File: src/ptg_pkg.sv
// Package with register map, field positions and constants of the tone and pulse generator
// Notes on behaviour
// - Polarity bit: duty sets high or low time
// - Select bit routes window to period/duty
// - Tick source: microsecond tick or system clock
// - Function field picks off, PWM, square, staircase
// - Function bit0 zero disables; config resets zero
// - Bit1 zero PWM, one tone
// - Staircase uses low, high-z, high levels
// - Square tone is two-level half duty
// - Staircase high-z for last quarter half-period
// - Tone period is twice period value ticks
// - Selected tick clocks period and duty counts
// - PWM cycle period plus one; high duty ticks
// - Polarity one: duty sets low time
// - Polarity zero: duty 0 low, above period high
// - Polarity one: duty 0 high, above period low
// - Low/high bytes form one 16-bit window
// - Output reaches pin only when latch is one
// - Power-down bit stops the generator
package ptg_pkg;
  localparam logic [7:0] PTG_CONFIG_ADDR = 8'ha1;
  localparam logic [7:0] PTG_VALUE_LOW_ADDR = 8'ha2;
  localparam logic [7:0] PTG_VALUE_HIGH_ADDR = 8'ha3;
  localparam logic [7:0] PTG_MICROSECOND_DIVIDER_DIV_ADDR = 8'ha4;
  localparam logic [7:0] PTG_PIN_CTRL_ADDR = 8'ha5;
  localparam int PTG_POL_BIT = 5;
  localparam int PTG_SEL_BIT = 4;
  localparam int PTG_SPD_BIT = 3;
  localparam int PTG_FUNC_LSB = 0;
  localparam int PTG_PIN_LATCH_BIT = 0;
  localparam int PTG_PIN_PDOWN_BIT = 1;
  localparam logic [7:0] PTG_CONFIG_RESET = 8'h00;
  localparam logic [7:0] PTG_CONFIG_MASK = 8'h3f;
  localparam logic [15:0] PTG_PERIOD_RESET = 16'h0000;
  localparam logic [15:0] PTG_DUTY_RESET = 16'h0000;
  localparam logic [7:0] PTG_MICROSECOND_DIVIDER_DIV_RESET = 8'h00;
  localparam logic [1:0] PTG_PIN_CTRL_RESET = 2'h1;

  typedef enum logic [2:0] {
    PTG_FUNC_OFF = 3'b000,
    PTG_FUNC_PWM = 3'b001,
    PTG_FUNC_SQUARE = 3'b011,
    PTG_FUNC_STAIR = 3'b111
  } ptg_func_t;

  typedef struct packed {
    logic [7:0] addr;
    logic [7:0] wdata;
    logic wr;
    logic rd;
  } ptg_bus_req_t;

  typedef struct packed {
    logic pin_out;
    logic pin_oe;
  } ptg_pin_t;
endpackage

File: src/ptg_generator.sv
// Tone and pulse width generator with register port and one tri-state output pin
`timescale 1ns/1ps
`default_nettype none
module ptg_generator (
  input wire logic core_clk,
  input wire logic reset,
  input wire ptg_pkg::ptg_bus_req_t bus_req,
  output logic [7:0] rdata,
  output ptg_pkg::ptg_pin_t pin
);
  import ptg_pkg::*;

  logic [7:0] config_reg, config_next;
  logic [15:0] period_reg, period_next;
  logic [15:0] duty_reg, duty_next;
  logic [7:0] microsecond_divider_div_reg, microsecond_divider_div_next;
  logic [1:0] pin_ctrl_reg, pin_ctrl_next;
  logic [7:0] rdata_reg, rdata_next;
  logic [7:0] div_cnt_reg, div_cnt_next;
  logic tick;
  logic [15:0] cnt_reg, cnt_next;
  logic phase_reg, phase_next;
  logic [15:0] act_period_reg, act_period_next;
  logic [15:0] act_duty_reg, act_duty_next;
  logic out_reg, out_next;
  logic oe_reg, oe_next;
  logic [2:0] func;
  logic active;
  logic [16:0] quarter_start;
  logic [17:0] period_x3;

  assign func = config_reg[PTG_FUNC_LSB +: 3];
  assign active = config_reg[PTG_FUNC_LSB] && !pin_ctrl_reg[PTG_PIN_PDOWN_BIT];

  // Register port; the window follows the select bit at the time of each access
  always_comb begin
    config_next = config_reg;
    period_next = period_reg;
    duty_next = duty_reg;
    microsecond_divider_div_next = microsecond_divider_div_reg;
    pin_ctrl_next = pin_ctrl_reg;
    rdata_next = 8'h00;
    if (bus_req.wr) begin
      unique case (bus_req.addr)
        PTG_CONFIG_ADDR: config_next = bus_req.wdata & PTG_CONFIG_MASK;
        PTG_VALUE_LOW_ADDR: begin
          if (config_reg[PTG_SEL_BIT]) begin
            duty_next[7:0] = bus_req.wdata;
          end else begin
            period_next[7:0] = bus_req.wdata;
          end
        end
        PTG_VALUE_HIGH_ADDR: begin
          if (config_reg[PTG_SEL_BIT]) begin
            duty_next[15:8] = bus_req.wdata;
          end else begin
            period_next[15:8] = bus_req.wdata;
          end
        end
        PTG_MICROSECOND_DIVIDER_DIV_ADDR: microsecond_divider_div_next = bus_req.wdata;
        PTG_PIN_CTRL_ADDR: pin_ctrl_next = bus_req.wdata[1:0];
        default: ;
      endcase
    end
    if (bus_req.rd) begin
      unique case (bus_req.addr)
        PTG_CONFIG_ADDR: rdata_next = config_reg;
        PTG_VALUE_LOW_ADDR: rdata_next = config_reg[PTG_SEL_BIT] ? duty_reg[7:0] : period_reg[7:0];
        PTG_VALUE_HIGH_ADDR: rdata_next = config_reg[PTG_SEL_BIT] ? duty_reg[15:8] : period_reg[15:8];
        PTG_MICROSECOND_DIVIDER_DIV_ADDR: rdata_next = microsecond_divider_div_reg;
        PTG_PIN_CTRL_ADDR: rdata_next = {6'h00, pin_ctrl_reg};
        default: rdata_next = 8'h00;
      endcase
    end
  end

  always_ff @(posedge core_clk) begin
    if (reset) begin
      config_reg <= PTG_CONFIG_RESET;
      period_reg <= PTG_PERIOD_RESET;
      duty_reg <= PTG_DUTY_RESET;
      microsecond_divider_div_reg <= PTG_MICROSECOND_DIVIDER_DIV_RESET;
      pin_ctrl_reg <= PTG_PIN_CTRL_RESET;
      rdata_reg <= 8'h00;
    end else begin
      config_reg <= config_next;
      period_reg <= period_next;
      duty_reg <= duty_next;
      microsecond_divider_div_reg <= microsecond_divider_div_next;
      pin_ctrl_reg <= pin_ctrl_next;
      rdata_reg <= rdata_next;
    end
  end

  // Microsecond divider: one tick every divider value plus one clocks
  always_comb begin
    div_cnt_next = div_cnt_reg + 8'h01;
    if (div_cnt_reg >= microsecond_divider_div_reg) begin
      div_cnt_next = 8'h00;
    end
  end

  always_ff @(posedge core_clk) begin
    if (reset) begin
      div_cnt_reg <= 8'h00;
    end else begin
      div_cnt_reg <= div_cnt_next;
    end
  end

  assign tick = config_reg[PTG_SPD_BIT] || (div_cnt_reg >= microsecond_divider_div_reg);

  // Staircase goes high-z once three quarters of a half period have elapsed
  // Three times a full 16-bit period needs 18 bits before the divide by four
  assign period_x3 = {2'b00, act_period_reg} * 18'd3;
  assign quarter_start = {1'b0, period_x3[17:2]};

  // Waveform engine; while running, period and duty are sampled only at a cycle boundary, and while off they follow the registers every clock
  always_comb begin
    cnt_next = cnt_reg;
    phase_next = phase_reg;
    act_period_next = act_period_reg;
    act_duty_next = act_duty_reg;
    out_next = out_reg;
    oe_next = oe_reg;
    if (!active) begin
      cnt_next = 16'h0000;
      phase_next = 1'b0;
      act_period_next = period_reg;
      act_duty_next = duty_reg;
      oe_next = 1'b0;
      out_next = 1'b1;
    end else begin
      if (tick && func[1]) begin
        // two half periods of the period value each
        if (cnt_reg + 16'h0001 >= act_period_reg) begin
          cnt_next = 16'h0000;
          phase_next = !phase_reg;
          if (phase_reg) begin
            act_period_next = period_reg;
          end
        end else begin
          cnt_next = cnt_reg + 16'h0001;
        end
      end else if (tick) begin
        // cycle of period plus one ticks
        if (cnt_reg >= act_period_reg) begin
          cnt_next = 16'h0000;
          act_period_next = period_reg;
          act_duty_next = duty_reg;
        end else begin
          cnt_next = cnt_reg + 16'h0001;
        end
      end
      // Levels follow the count on every clock, so enabling drives the pin at once rather than one tick late
      if (func[1]) begin
        out_next = !phase_next;
        oe_next = 1'b1;
        if (func[2] && ({1'b0, cnt_next} >= quarter_start) && cnt_next != 16'h0000) begin
          oe_next = 1'b0;
        end
      end else begin
        // duty zero and duty above period fall out of the compare
        out_next = (cnt_next < act_duty_next) ^ config_reg[PTG_POL_BIT];
        oe_next = 1'b1;
      end
    end
    if (!pin_ctrl_reg[PTG_PIN_LATCH_BIT]) begin
      oe_next = 1'b1;
      out_next = 1'b0;
    end
  end

  always_ff @(posedge core_clk) begin
    if (reset) begin
      cnt_reg <= 16'h0000;
      phase_reg <= 1'b0;
      act_period_reg <= PTG_PERIOD_RESET;
      act_duty_reg <= PTG_DUTY_RESET;
      out_reg <= 1'b1;
      oe_reg <= 1'b0;
    end else begin
      cnt_reg <= cnt_next;
      phase_reg <= phase_next;
      act_period_reg <= act_period_next;
      act_duty_reg <= act_duty_next;
      out_reg <= out_next;
      oe_reg <= oe_next;
    end
  end

  assign rdata = rdata_reg;
  assign pin.pin_out = out_reg;
  assign pin.pin_oe = oe_reg;
endmodule
`default_nettype wire

File: config.mk
export PLATFORM = sky130hd
export DESIGN_NAME = ptg_generator
export DESIGN_NICKNAME = d
export VERILOG_FILES = /design/src/ptg_pkg.sv /design/src/ptg_generator.sv
export SDC_FILE = /design/constraint.sdc
export NUM_CORES = 1
export LEC_CHECK = 0
export BUFFER_PORTS_ARGS = -buffer_cell sky130_fd_sc_hd__buf_2
export CAP_MARGIN = 40
export CORE_UTILIZATION = 40
export CTS_CLUSTER_SIZE = 24
export DETAILED_ROUTE_END_ITERATION = 16
export GPL_ROUTABILITY_DRIVEN = 0
export PLACE_DENSITY_LB_ADDON = 0.08
export SLEW_MARGIN = 15
export SYNTH_ARGS = -nofsm -noshare
export SYNTH_HDL_FRONTEND = slang
export SYNTH_SLANG_ARGS = --single-unit
export TNS_END_PERCENT = 30
File: constraint.sdc
create_clock -name core_clk -period 10 [get_ports core_clk]
set_clock_uncertainty 0.05 [all_clocks]
set_input_delay 2 -clock core_clk [delete_from_list [all_inputs] [get_ports core_clk]]
set_output_delay 2 -clock core_clk [all_outputs]
set_load 0.005 [all_outputs]
# Word level (Yosys, flattened, before mapping)
# Index checks and enable logic that the tools add are counted.
# W data, S select, Z words.
[classes] multipliers=1 bitwise_logic=4 magnitude_cmp=5 n_eq_ne=9 muxes=29 reduce_logical=20 addsub=2
[op_table] operator="$mux W16" n=16
[op_table] operator="$ge A16 B16 Y1" n=3
[op_table] operator="$eq A8 B8 Y1 const B" n=5
[op_table] operator="$pmux W8 S5" n=1
[op_table] operator="$mul A16 B2 Y18 const B" n=1
[op_table] operator="$add A16 B1 Y16 const B" n=1
[op_table] operator="$lt A16 B16 Y1" n=1
[op_table] operator="$mux W8" n=2
[op_table] operator="$reduce_bool A16 Y1" n=1
[op_table] operator="$reduce_and A3 Y1" n=4
[op_table] operator="$mux W1" n=10
[op_table] operator="$add A8 B1 Y8 const B" n=1
[op_table] operator="$ge A8 B8 Y1" n=1
[op_table] operator="$ne A3 B2 Y1 const B" n=2
[op_table] operator="$reduce_and A2 Y1" n=3
[op_table] operator="$reduce_or A2 Y1" n=3
[op_table] operator="$logic_and A1 B1 Y1" n=4
[op_table] operator="$reduce_and A4 Y1" n=1
[op_table] operator="$logic_not A1 Y1" n=3
[op_table] operator="$ne A3 B1 Y1 const B" n=1
[op_table] operator="$ne A3 B3 Y1 const B" n=1
[op_table] operator="$not A1 Y1" n=3
[op_table] operator="$logic_or A1 B1 Y1" n=1
[op_table] operator="$xor A1 B1 Y1" n=1
[totals] reg_bits=115 elab_cells=85 input_bits=20

# Depth between registers and ports, before layout
# Gate-level depths: netlist of run 1.
[logic_depth] word_depth=12 ltp_mapped=24

# Worst setup path before layout of run 1
# OpenSTA, ideal clock, no wires.
[synth_timing] kind="register -> register" startpoint="reg cnt_reg[0]" endpoint="reg out_reg" required_time_ns=9.864 slack_ns=5.131 path_stages_with_launch=24 arrival_time_ns=4.732 path_cell_list="dfxtp_1 ha_1 nand4_1 or2_2 or3_1 xnor2_1 ha_1 a21oi_1 nand2_1 a221oi_1 nand2_1 o32a_1 buf_2 a21bo_2 inv_1 ha_1 a21o_1 a21o_1 a21oi_1 o211ai_1 a221o_1 a31oi_1 xnor2_1 a221oi_2"
[synth_between] elab_chain_len=10
[synth_rtl] item="start: declaration" line="ptg_generator.sv:21" text="logic [15:0] cnt_reg, cnt_next;"
[synth_rtl] item="start signal: assignment" line="ptg_generator.sv:183" text="cnt_reg <= cnt_next;"
[synth_rtl] item="$add A16 B1 Y16 or $ge A16 B16 Y1 (tied branches)"
[synth_rtl] item="$ge A16 B16 Y1 or $mux W16 (tied branches)" line="ptg_generator.sv:136, ptg_generator.sv:147"
[synth_rtl] item="$mux W16 (on tied branches)" line="ptg_generator.sv:136, ptg_generator.sv:145"
[synth_rtl] item="$mux W16" line="ptg_generator.sv:134" text="if (tick && func[1]) begin"
[synth_rtl] item="$mux W16" line="ptg_generator.sv:126" text="if (!active) begin"
[synth_rtl] item="$lt A16 B16 Y1" line="ptg_generator.sv:164" text="out_next = (cnt_next < act_duty_next) ^ config_reg[PTG_POL_BIT];"
[synth_rtl] item="$xor A1 B1 Y1" line="ptg_generator.sv:164"
[synth_rtl] item="$mux W1 *" line="ptg_generator.sv:156" text="if (func[1]) begin"
[synth_rtl] item="$mux W1 *" line="ptg_generator.sv:126"
[synth_rtl] item="$mux W1 *" line="ptg_generator.sv:168" text="if (!pin_ctrl_reg[PTG_PIN_LATCH_BIT]) begin"
[synth_rtl] item="end signal: assignment" line="ptg_generator.sv:187" text="out_reg <= out_next;"
[synth_rtl] item="end: declaration" line="ptg_generator.sv:25" text="logic out_reg, out_next;"
# Every way passes the cells marked *; elsewhere a longest branch is shown, timed or not. The select of a mux whose other input is x is not followed.
# A chain may end at the register's enable or synchronous reset.

# Final worst setup path of run 1
# Same ends and word-level chain as after synthesis.

==> results of run 1 <==
[synthesized netlist by cell type (3+ instances only)]
cell / n
o21ai_0: 38
nand4_1: 13
and2_1: 10
o21a_1: 4
dfxtp_1: 115
buf_4: 3
buf_2: 12
a21oi_1: 88
nand3b_1: 4
o211ai_1: 8
o31ai_1: 3
nor3_1: 13
o31a_1: 3
o21ai_1: 9
nand3_1: 52
nor2_1: 83
a31oi_1: 10
ha_1: 88
nor2b_1: 8
nand2_1: 93
a31o_2: 3
clkbuf_1: 32
nand2b_1: 6
or3_1: 17
xor2_1: 20
a21o_1: 12
and3_1: 14
a211oi_1: 21
o21bai_1: 4
xnor2_1: 15
buf_6: 3
inv_1: 39
mux2_2: 11
a22oi_1: 7
a22o_1: 3
mux2i_1: 35
[power by group through the flow]
stage               combinational [mW]  clock (mW)  sequential (mW)
floorplan                       0.0140           0            0.469
global placement                0.0269           0            0.469
detailed placement              0.0269           0            0.469
CTS                             0.0270       0.647            0.459
global route                    0.0294       0.671            0.459
finish                          0.0273       0.639            0.459
[layout make-up]
class,count,area (um2)
multi-input combinational,740,5030
tap,260,325
clock buffer,18,439
sequential,115,2300
timing repair buffer,40,233
fill,1876,10200
inverter,39,146
clock inverter,14,179
[metal layers]
metal | vias up | wire (um) | track usage (%)
li1 | 3435 | - | -
met1 | 3116 | 11600 | 35.5
met2 | 145 | 10000 | 35.5
met3 | 16 | 1160 | 4.72
met4 | 0 | 257 | 5.61
met5 | - | 0 | 0
[stage by stage]
| step | setup slack, ns | power [mW] | instance area (um2) | instances |
|---|---|---|---|---|
| detailed placement | 4.33 | 0.496 | 8030 | 1193 |
| finish | 4.21 | 1.12 | 8650 | 1226 |
| floorplan | 5.13 | 0.483 | 7710 | 945 |
| CTS | 4.28 | 1.13 | 8650 | 1225 |
| global route | 3.81 | 1.16 | 8650 | 1226 |
| global placement | 4.45 | 0.496 | 8010 | 1192 |
[worst max-delay path, delay by kind of cell (launching register included)]
family / cells / cell delay, ns
compound gates: 11 / 2.94
xor+xnor: 2 / 0.24
fa+ha+maj: 3 / 0.94
flops: 1 / 0.49
simple gates: 4 / 1.03
[kinds of logic after synthesis]
family          Yosys count  share of synthesized area (%)
mux                      46                           6.15
compound gates          240                           19.7
flops                   115                           29.8
simple gates            330                           20.8
xor+xnor                 35                           3.97
fa+ha+maj                89                           14.5
buf+inv                  90                           5.01
[how the worst min path moves through the flow]
stage                                    start                    endpoint  slack, ns  cells past startpoint
floorplan           period_reg[0]$_SDFFE_PP0P_  period_reg[0]$_SDFFE_PP0P_       0.39                      2
global placement    period_reg[6]$_SDFFE_PP0P_  period_reg[6]$_SDFFE_PP0P_       0.41                      2
detailed placement  period_reg[6]$_SDFFE_PP0P_  period_reg[6]$_SDFFE_PP0P_       0.41                      2
CTS                 period_reg[6]$_SDFFE_PP0P_  period_reg[6]$_SDFFE_PP0P_       0.42                      2
global route        period_reg[6]$_SDFFE_PP0P_  period_reg[6]$_SDFFE_PP0P_       0.45                      2
finish              period_reg[6]$_SDFFE_PP0P_  period_reg[6]$_SDFFE_PP0P_       0.42                      2
==> metrics.md, run 1 <==
| Metric | Value |
|---|---|
| FFs w/ async S/R, synth | 0% |
| Final Hold Slack | 0.420 ns |
| Pwr dens | 130 mW/mm2 |
| Worst R2R Setup Slack | 4.21 ns |
| Post-synthesis sequential area ratio | 29.8% |
| Worst VDD drop | approximately 0.11 mV |
| ANT nets after route | 0 |
| Crit Path Category | register to register |
| Count of input and output buffers | 29 |
| Via/cell ratio | 5.47 |
| Yosys warning count | 0 |
| Total negative slack | 0 ns |
| Die Y | about 140 um |
| Initial Util | 41.0% |
| Nets | 1062 |
| Synth Net Count | 1054 |
| DIE AREA | 0.0198 mm2 |
| Wirelength per Cell | 18.7 um |
| CTS resizes | 0 |
| First-pass GRT wire length | 36000 um |
| Max incr delay on CP | between 0.7 and 0.8 ns |
| Commonest cells after routing, fill and taps aside | 115 x dfxtp_1, 93 x nand2_1, 88 x a21oi_1, 88 x ha_1, 83 x nor2_1 |
| Synth area leader | dfxtp_1 |
| Run status | completed |
| Critical path startpoint category | register |
| I/O pin count | 30 |
| Cells after Synth | about 950 |
| Site row count | 50 |
| Leak Pwr | between 3 and 4 nW |
| Commonest non-fill, non-tap cell in the layout | dfxtp_1 |
| Clock Power Share | 56.8% |
| Antenna Cells | 0 |
| Worst-Margin Slew | 0.855 ns |
| FF+latch count, synth | 115 |
| RSZ-0062 raised after global routing | false |
| R2R depth | 20 |
| Number of global-route vias before repair | 6266 |
| Clock Latency Late Sink | between 0.4 and 0.5 ns |
| DR vias | 6712 |
| Sequential Power Share | 40.8% |
| Hold Crit Class | register to register |
| Top cell type's share of synthesized area | just under 30% |
| R2R Path Start | cnt_reg[0]$_SDFF_PP0_ |
| CTS hold repair buffers | 0 |
| Syn_area_per_cell | 8.16 um2 |
| Root buffer cell | clkbuf_16 |
| Critical Path Most Common Cell | ha_1 |
| Critical Path Sink | out_reg$_SDFF_PP1_ |
| Largest net degree at the start of global routing | 73 |
| TritonRoute pass-1 iters | 5 |
| Worst path required time | between 10 and 15 ns |
| Worst Path Arrival | around 6.1 ns |
| Hpwl dp | 17300 um |
| R2r endpoint | out_reg$_SDFF_PP1_ |
| Drt drc | 0 |
| Synthesized area | 0.00771 mm2 |
| Post-route core utilization | 45.9% |
| Initial antenna violation count | 0 |
| Syn-to-layout area delta | 12.2% |
| Share of layout cells above drive strength 1 | between 10% and 20% |
| Clock sink count | 115 |
| Slew Limit Headroom | between 40% and 50% |
| Initial DRC count | 612 |
| Final worst-path cycle share | 57.9% |
| Num CTS Buffers | 17 |
| Critical path capture point type | register |
| Fin crit period | 5.79 ns |
| Sw Ratio | 23.0% |
| Synth Flop Type | dfxtp_1 |
| Chip width | 141 um |
| Pins Over Slew Limit | 0 |
| Hold Vio Cnt, Final | 0 |
| Synth area leaders | dfxtp_1 30%, ha_1 14%, a21oi_1 5.7% |
| H-tree Lvls | 4 |
| Post-synth EDFFs | 0 |
| Combinational share of power | under 10% |
| Slowest CP cell | o32a_1 |
| Finish-stage setup viols | 0 |
| Psw | 0.259 mW |
| Yosys cell types | a little under 70 |
| Gr usage total | 24.0% |
| Max Clk Rate | 173 MHz |
| CP cell instances | ha_1 > nand4_1 > or2_2 > or3_1 > xnor2_1 > ha_1 > nand4_1 > a211oi_1 > o41a_1 > o32a_1 > o21ai_0 > a22o_1 > ha_1 > a21o_1 > a21oi_1 > a211oi_1 > a221o_1 > a31oi_1 > xnor2_1 > a221oi_2 |
| Maxcap violations | 0 |
| Core box area | ~0.019 mm2 |
| Total grt overflow | 0 |
| Critical path startpoint | cnt_reg[0]$_SDFF_PP0_ |
| Clock transition at the registers of the reported paths | approximately 0.060 ns |
| Post-CTS setup buffers | 0 |
| Pint | 0.866 mW |
| Clock Tree Buf Depth | 2 |
| Critical Path Fanout Max | 20 |
| Final wirelength | 23000 um |
| TritonCTS clock tree | done |
(Power assumes the default switching activity.)
==> run 2, diff against run 1 <==
--- a/config.mk
+++ b/config.mk
@@ -5,6 +5,7 @@
 export SDC_FILE = /design/constraint.sdc
 export NUM_CORES = 1
 export LEC_CHECK = 0
+export ABC_AREA = 1
 export BUFFER_PORTS_ARGS = -buffer_cell sky130_fd_sc_hd__buf_2
 export CAP_MARGIN = 40
 export CORE_UTILIZATION = 40
==> constraint.sdc (replaced) <==
create_clock -name core_clk -period 5.4 [get_ports core_clk]
set_clock_uncertainty 0.05 [all_clocks]
set_input_delay 1.08 -clock core_clk [delete_from_list [all_inputs] [get_ports core_clk]]
set_output_delay 1.08 -clock core_clk [all_outputs]
set_load 0.005 [all_outputs]
==> run 2 against run 1 <==
  * Final cell count is 5.5% higher
  * Area after synthesis decreased by 2.2%
  * Flip-flop and latch count is the same
  * Cell area fell by 2.2%
  * First-iteration DRC count down 50%
  * Register-to-register slack got worse by 3.6 ns
  * Core utilization is 0.55 points higher
  * Maximum frequency is 20% higher
  * Highest routed layer unchanged
==> metrics.md, run 2 <==
| Metric | Value |
|---|---|
| Chip width | 139 um (was 141 um) |
| Share of layout cells above drive strength 1 | 12.2% (was 10.6%) |
| Initial antenna violation count | 0 (unchanged) |
| Largest net degree at the start of global routing | 33 (was 73) |
| Final worst-path cycle share | 89.4% (was 57.9%) |
| Finish-stage setup viols | 0 (unchanged) |
| Clock transition at the registers of the reported paths | 0.06 ns (about the same) |
| Syn-to-layout area delta | 12.2% (about the same) |
| Clock sink count | 115 (unchanged) |
| R2R Path Start | cnt_reg[0]$_SDFF_PP0_ (unchanged) |
| Run status | completed (unchanged) |
| Yosys cell types | 57 (was 69) |
| FF+latch count, synth | 115 (unchanged) |
| ANT nets after route | 0 (unchanged) |
| Wirelength per Cell | 16.0 um (was 18.7 um) |
| Pre-CTS WS | 0.590 ns (was 4.33 ns) |
| Via/cell ratio | 5.08 (was 5.47) |
| Placed inst area | 0.00787 mm2 (was 0.00803 mm2) |
| FF+latch area | 0.00230 mm2 (unchanged) |
| Count of input and output buffers | 29 (unchanged) |
| Post-synth EDFFs | 0 (unchanged) |
| Worst-Margin Slew | 0.807 ns (was 0.855 ns) |
| Final wirelength | 20700 um (was 23000 um) |
| Initial Util | 41.4% (was 41.0%) |
| Synth Flop Type | dfxtp_1 (unchanged) |
| Worst R2R Setup Slack | 0.57 ns (was 4.21 ns) |
| Critical Path Fanout Max | 11 (was 20) |
| Critical path capture point type | register (unchanged) |
| Slew Limit Headroom | 45.9% (was 42.9%) |
| Commonest cells after routing, fill and taps aside | 168 x nand2_1, 162 x inv_1, 115 x a21oi_1, 115 x dfxtp_1, 88 x ha_1 (was 115 x dfxtp_1, 93 x nand2_1, 88 x a21oi_1, 88 x ha_1, 83 x nor2_1) |
| Number of global-route vias before repair | 6216 (was 6266) |
| Clock Tree Buf Depth | 2 (unchanged) |
| RSZ-0062 raised after global routing | false (unchanged) |
| Yosys warning count | 0 (unchanged) |
| Final Hold Slack | 0.420 ns (about the same) |
| Multi-input gate area | 0.00443 mm2 (was 0.00503 mm2) |
| TritonRoute pass-1 iters | 5 (unchanged) |
| Leak Pwr | 3.81 nW (was 3.60 nW) |
| FFs w/ async S/R, synth | 0% (unchanged) |
| Top cell type's share of synthesized area | 30.5% (was 29.8%) |
| Synth Net Count | 1138 (was 1054) |
| Synthesized area | 0.00754 mm2 (was 0.00771 mm2) |
| Non-filler cells, final | 1294 (was 1226) |
| First-pass GRT wire length | 33500 um (was 36000 um) |
| Clock Latency Late Sink | 0.42 ns (about the same) |
| Nets | 1161 (was 1062) |
| Hold Crit Class | register to register (unchanged) |
| Site row count | 49 (was 50) |
| Synth area leader | dfxtp_1 (unchanged) |
| Total negative slack | 0 ns (unchanged) |
| Root buffer cell | clkbuf_16 (unchanged) |
| Synth area leaders | dfxtp_1 31%, ha_1 15%, nand2_1 8.4% (was dfxtp_1 30%, ha_1 14%, a21oi_1 5.7%) |
| Critical Path Most Common Cell | nand2_1 (was ha_1) |
| Post-route core utilization | 46.5% (was 45.9%) |
| Fin crit period | 4.83 ns (was 5.79 ns) |
| Total grt overflow | 0 (unchanged) |
| Initial DRC count | 308 (was 612) |
| I/O pin count | 30 (unchanged) |
| Antenna Cells | 0 (unchanged) |
| Worst path required time | 5.70 ns (was 10.28 ns) |
| Pwr dens | 243 mW/mm2 (was 130 mW/mm2) |
| Crit Path Category | register to register (unchanged) |
| Syn_area_per_cell | 7.33 um2 (was 8.16 um2) |
| Die Y | 139 um (was 141 um) |
| Final setup margin | 0.570 ns (was 4.21 ns) |
| DIE AREA | 0.0194 mm2 (was 0.0198 mm2) |
| Commonest non-fill, non-tap cell in the layout | nand2_1 (was dfxtp_1) |
| Num CTS Buffers | 17 (unchanged) |
| Gr usage total | 22.4% (was 24.0%) |
| Synth cell count leaders | 168 x nand2_1, 163 x inv_1, 115 x a21oi_1, 115 x dfxtp_1, 88 x ha_1 (was 115 x dfxtp_1, 93 x nand2_1, 88 x a21oi_1, 88 x ha_1, 83 x nor2_1) |
| Fill cells | 1877 (was 1876) |
| Hold Vio Cnt, Final | 0 (unchanged) |
| Maxcap violations | 0 (unchanged) |
| Critical path startpoint | cnt_reg[0]$_SDFF_PP0_ (unchanged) |
| TritonCTS clock tree | done (unchanged) |
| Drt drc | 0 (unchanged) |
| Cell with the most instances after synthesis | nand2_1 (was dfxtp_1) |
| Max Clk Rate | 207 MHz (was 173 MHz) |
| Slowest CP cell | a2111oi_0 (was o32a_1) |
| Placed instance count | 1262 (was 1193) |
| Pwr Total | 2.06 mW (was 1.12 mW) |
| Pins Over Slew Limit | 0 (unchanged) |
| Post-synthesis sequential area ratio | 30.5% (was 29.8%) |
| Critical path startpoint category | register (unchanged) |
| Cells after Synth | 1029 (was 945) |
| Post-route cell area | 0.00847 mm2 (was 0.00865 mm2) |
| Core box area | 0.0182 mm2 (was 0.0188 mm2) |
| DR vias | 6578 (was 6712) |
| Hold_sp | div_cnt_reg[0]$_SDFF_PP0_ (was period_reg[6]$_SDFFE_PP0P_) |
| H-tree Lvls | 4 (unchanged) |
| Worst VDD drop | 0.219 mV (was 0.108 mV) |
| Worst Path Arrival | 5.13 ns (was 6.07 ns) |
| Max incr delay on CP | 0.60 ns (was 0.76 ns) |
| Hpwl dp | 16200 um (was 17300 um) |
## run 2: path summary, 6_finish.rpt
check	endpoint	cells past startpoint
hold reg to reg	div_cnt_reg[0]$_SDFF_PP0_	1
setup reg to reg	out_reg$_SDFF_PP1_	28
hold / removal	div_cnt_reg[0]$_SDFF_PP0_	1
setup / recovery	out_reg$_SDFF_PP1_	28
## run 2: what timing repair did
action | CTS | global route
endpoints found under the setup margin | 0 | 1
setup buffers | 0 | 0
hold buffers | 0 | 0
endpoints found under the hold margin | 0 | 0
gates resized for setup | 0 | 1
## run 2: logic make-up after synthesis
logic type	synth area share (%)
fa+ha+maj	14.9
xor+xnor	3.47
flops	30.5
buf+inv	10.9
mux	0.265
simple gates	19.1
compound gates	21.0
## run 2: power by group
part,internal [mW],total [mW],switching (mW)
Sequential,0.850,0.850,0.000571
Clock,0.725,1.15,0.423
Combinational,0.0187,0.0633,0.0446
Total,1.59,2.06,0.468
## run 2: cell type report
cell class,count,area share [%]
Multi-Input combinational cell,707,52.3
Sequential cell,115,27.2
Inverter,175,7.77
Clock buffer,19,5.11
Tap cell,229,3.38
Timing Repair Buffer,36,2.34
Clock inverter,13,1.89
## run 2: worst max-delay path: cells and delay by family (launching register included)
family,cells,cell delay (ns)
adder cells (fa/ha/maj),3,0.81
flip-flops,1,0.41
AO/OA/AOI/OAI,5,1.16
XOR/XNOR,1,0.15
buffers and inverters,3,0.38
AND/OR/NAND/NOR,16,1.81
## run 2: per-layer routing
layer | vias to the layer above | part of all wire, % | track usage [%]
li1 | 3469 | - | -
met1 | 2979 | 50 | 30.4
met2 | 109 | 45 | 35.7
met3 | 21 | 3.2 | 4.27
met4 | 0 | 1.9 | 7.37
met5 | - | 0 | 0
==> run 3, diff against run 2 <==
--- a/config.mk
+++ b/config.mk
@@ -5,7 +5,6 @@
 export SDC_FILE = /design/constraint.sdc
 export NUM_CORES = 1
 export LEC_CHECK = 0
-export ABC_AREA = 1
 export BUFFER_PORTS_ARGS = -buffer_cell sky130_fd_sc_hd__buf_2
 export CAP_MARGIN = 40
 export CORE_UTILIZATION = 40
==> run 3 against run 2 <==
  * Sequential share of layout area is 0.99 points lower
  * Via count is 4.7% higher
  * Global-route usage is 2.1 points higher
  * Largest power group unchanged
  * Highest routed layer unchanged
==> metrics.md, run 3 (synthesis results as in run 1) <==
| Metric | Value |
|---|---|
| WL met2 | 10600 um (was 9360 um) |
| Fill cells | 1914 (was 1877) |
| Crit Path Category | register to register (unchanged) |
| ANT nets after route | 0 (unchanged) |
| Gr usage total | 24.6% (was 22.4%) |
| Met3 WL post-DR | 1160 um (was 662 um) |
| Commonest cells after routing, fill and taps aside | 115 x dfxtp_1, 93 x nand2_1, 88 x a21oi_1, 88 x ha_1, 83 x nor2_1 (was 168 x nand2_1, 162 x inv_1, 115 x a21oi_1, 115 x dfxtp_1, 88 x ha_1) |
| Final Hold Slack | 0.417 ns (was 0.420 ns) |
| Critical Path Sink | out_reg$_SDFF_PP1_ (unchanged) |
| Top routing layer in use | met4 (unchanged) |
| Worst-Margin Slew | 0.725 ns (was 0.807 ns) |
| Worst VDD drop | 0.222 mV (was 0.219 mV) |
| Die Y | 141 um (was 139 um) |
| Num CTS Buffers | 17 (unchanged) |
| Clock sink count | 115 (unchanged) |
| Clock Tree Buf Depth | 2 (unchanged) |
| Crit-path leading delay family | compound AO/OA/AOI/OAI gates (was simple AND/OR/NAND/NOR gates) |
| Final worst-path cycle share | 93.2% (was 89.4%) |
| Final wirelength | 23400 um (was 20700 um) |
| Commonest non-fill, non-tap cell in the layout | dfxtp_1 (was nand2_1) |
| Clock Latency Late Sink | 0.42 ns (about the same) |
| Max Clk Rate | 199 MHz (was 207 MHz) |
| Share of layout cells above drive strength 1 | 12.3% (was 12.2%) |
| DIE AREA | 0.0198 mm2 (was 0.0194 mm2) |
| Chip width | 141 um (was 139 um) |
| Count of input and output buffers | 29 (unchanged) |
| Number of global-route vias before repair | 6526 (was 6216) |
| Initial antenna violation count | 0 (unchanged) |
| Hpwl dp | 17900 um (was 16200 um) |
| Finish-stage setup viols | 0 (unchanged) |
| Leak Pwr | 3.69 nW (was 3.81 nW) |
| Critical Path Fanout Max | 13 (was 11) |
| Root buffer cell | clkbuf_16 (unchanged) |
| Largest net degree at the start of global routing | 68 (was 33) |
| Critical path capture point type | register (unchanged) |
| Maxcap violations | 0 (unchanged) |
| Clock transition at the registers of the reported paths | 0.06 ns (about the same) |
| R2R Path Start | cnt_reg[0]$_SDFF_PP0_ (unchanged) |
| Nets | 1079 (was 1161) |
| CP cell instances | ha_1 > nand4_1 > or2_2 > or3_1 > xnor2_2 > ha_1 > a21oi_1 > nand2_1 > a221oi_2 > nand2_1 > o32a_4 > nor2_4 > nand3b_1 > nand2_1 > ha_1 > a21oi_1 > nor2b_1 > o21ai_0 > nand3b_1 > a221o_1 > a31oi_1 > xnor2_1 > a221oi_2 |
| Initial DRC count | 564 (was 308) |
| H-tree Lvls | 4 (unchanged) |
| Critical path buffer and inverter count | 0 (was 3) |
| Run status | completed (unchanged) |
| Max incr delay on CP | 0.38 ns (was 0.60 ns) |
| Initial Util | 41.0% (was 41.4%) |
| Hold path depth | 2 (was 1) |
| First-pass GRT wire length | 37100 um (was 33500 um) |
| Critical path startpoint | cnt_reg[0]$_SDFF_PP0_ (unchanged) |
| Drt drc | 0 (unchanged) |
| Syn-to-layout area delta | 13.9% (was 12.2%) |
| Antenna Cells | 0 (unchanged) |
| Pins Over Slew Limit | 0 (unchanged) |
| Site row count | 50 (was 49) |
| TritonCTS clock tree | done (unchanged) |
| Via/cell ratio | 5.54 (was 5.08) |
| Critical path startpoint category | register (unchanged) |
| Core box area | 0.0188 mm2 (was 0.0182 mm2) |
| R2R depth | 23 (was 28) |
| Slew Limit Headroom | 51.7% (was 45.9%) |
| R2r endpoint | out_reg$_SDFF_PP1_ (unchanged) |
| Total negative slack | 0 ns (unchanged) |
| I/O pin count | 30 (unchanged) |
| Hold Crit Class | register to register (unchanged) |
| Wirelength per Cell | 18.9 um (was 16.0 um) |
| Slowest CP cell | or2_2 (was a2111oi_0) |
| TritonRoute pass-1 iters | 6 (was 5) |
| Total grt overflow | 0 (unchanged) |
| Worst R2R Setup Slack | 0.37 ns (was 0.57 ns) |
| Fin crit period | 5.03 ns (was 4.83 ns) |
| DR vias | 6885 (was 6578) |
| Hold Vio Cnt, Final | 0 (unchanged) |
| Wl on met1 | 11300 um (was 10300 um) |
| Worst path required time | 5.67 ns (was 5.70 ns) |
| Pwr dens | 236 mW/mm2 (was 243 mW/mm2) |
| Number of cells on the critical path | 23 (was 28) |
| Worst Path Arrival | 5.30 ns (was 5.13 ns) |
==> run 3: cell count changes in the layout (fill, tap and decap cells not counted), moves of 13 or more <==
cell	before	now
inv_1	162	39
nand2_1	168	93
o21ai_0	81	38
nand3_1	11	52
mux2i_1	2	35
a21oi_1	115	88
buf_4	7	27
a211oi_1	2	21
or3_1	0	17
and3_1	1	14
==> run 3: repair_timing <==
| action | in CTS | in global routing |
|---|---|---|
| buffers inserted | 0 | 1 |
| setup endpoints to repair | 0 | 2 |
| hold buffers | 0 | 0 |
| resized for setup | 0 | 4 |
==> run 3: cell type report <==
| cell class | count | area (um2) | area share, % |
|---|---|---|---|
| multi-input combinational | 740 | 5050 | 57.5 |
| sequential | 115 | 2300 | 26.2 |
| clock buffer | 17 | 425 | 4.84 |
| timing repair buffer | 57 | 353 | 4.02 |
| tap | 260 | 325 | 3.70 |
| clock inverter | 14 | 179 | 2.04 |
| inverter | 39 | 146 | 1.67 |
==> run 3: worst min path at each step <==
stage / startpoint / end
after CTS: period_reg[6]$_SDFFE_PP0P_ / period_reg[6]$_SDFFE_PP0P_
final: period_reg[6]$_SDFFE_PP0P_ / period_reg[6]$_SDFFE_PP0P_
after detailed placement: period_reg[6]$_SDFFE_PP0P_ / period_reg[6]$_SDFFE_PP0P_
after floorplan: period_reg[0]$_SDFFE_PP0P_ / period_reg[0]$_SDFFE_PP0P_
after global routing: microsecond_divider_div_reg[2]$_SDFFE_PP0P_ / microsecond_divider_div_reg[2]$_SDFFE_PP0P_
after global placement: period_reg[5]$_SDFFE_PP0P_ / period_reg[5]$_SDFFE_PP0P_
==> run 3: through the flow <==
step / utilization [%] / setup WS, ns / instance area (um2) / instances / total power, mW
6_report: 46.7 / 0.365 / 8780 / 1242 / 2.07
3_5_place_dp: 43.2 / 0.164 / 8140 / 1209 / 0.918
5_1_grt: 46.7 / -0.0126 / 8780 / 1242 / 2.14
4_1_cts: 46.4 / 0.121 / 8750 / 1240 / 2.09
3_3_place_gp: 43.2 / 0.379 / 8140 / 1209 / 0.918
2_1_floorplan: - / 0.531 / 7710 / 945 / 0.894
==> run 3: power breakdown <==
group          internal (mW)  leakage [nW]  switching [mW]
sequential             0.849         0.926        0.000510
combinational         0.0130          2.48          0.0377
clock                  0.729         0.286           0.442
==> run 3: routing by layer <==
layer  track usage (%)  vias to the layer above
met3              3.53                       27
met1              35.2                     3254
li1                  -                     3457
met2              38.1                      147
met5                 0                        -
met4              7.27                        0
==> run 3: tightest hold or removal path, stage by stage, from the launching register on <==
cell and delay (ns):
dfxtp_1 0.32, nand2_1 0.05, a21oi_1 0.05
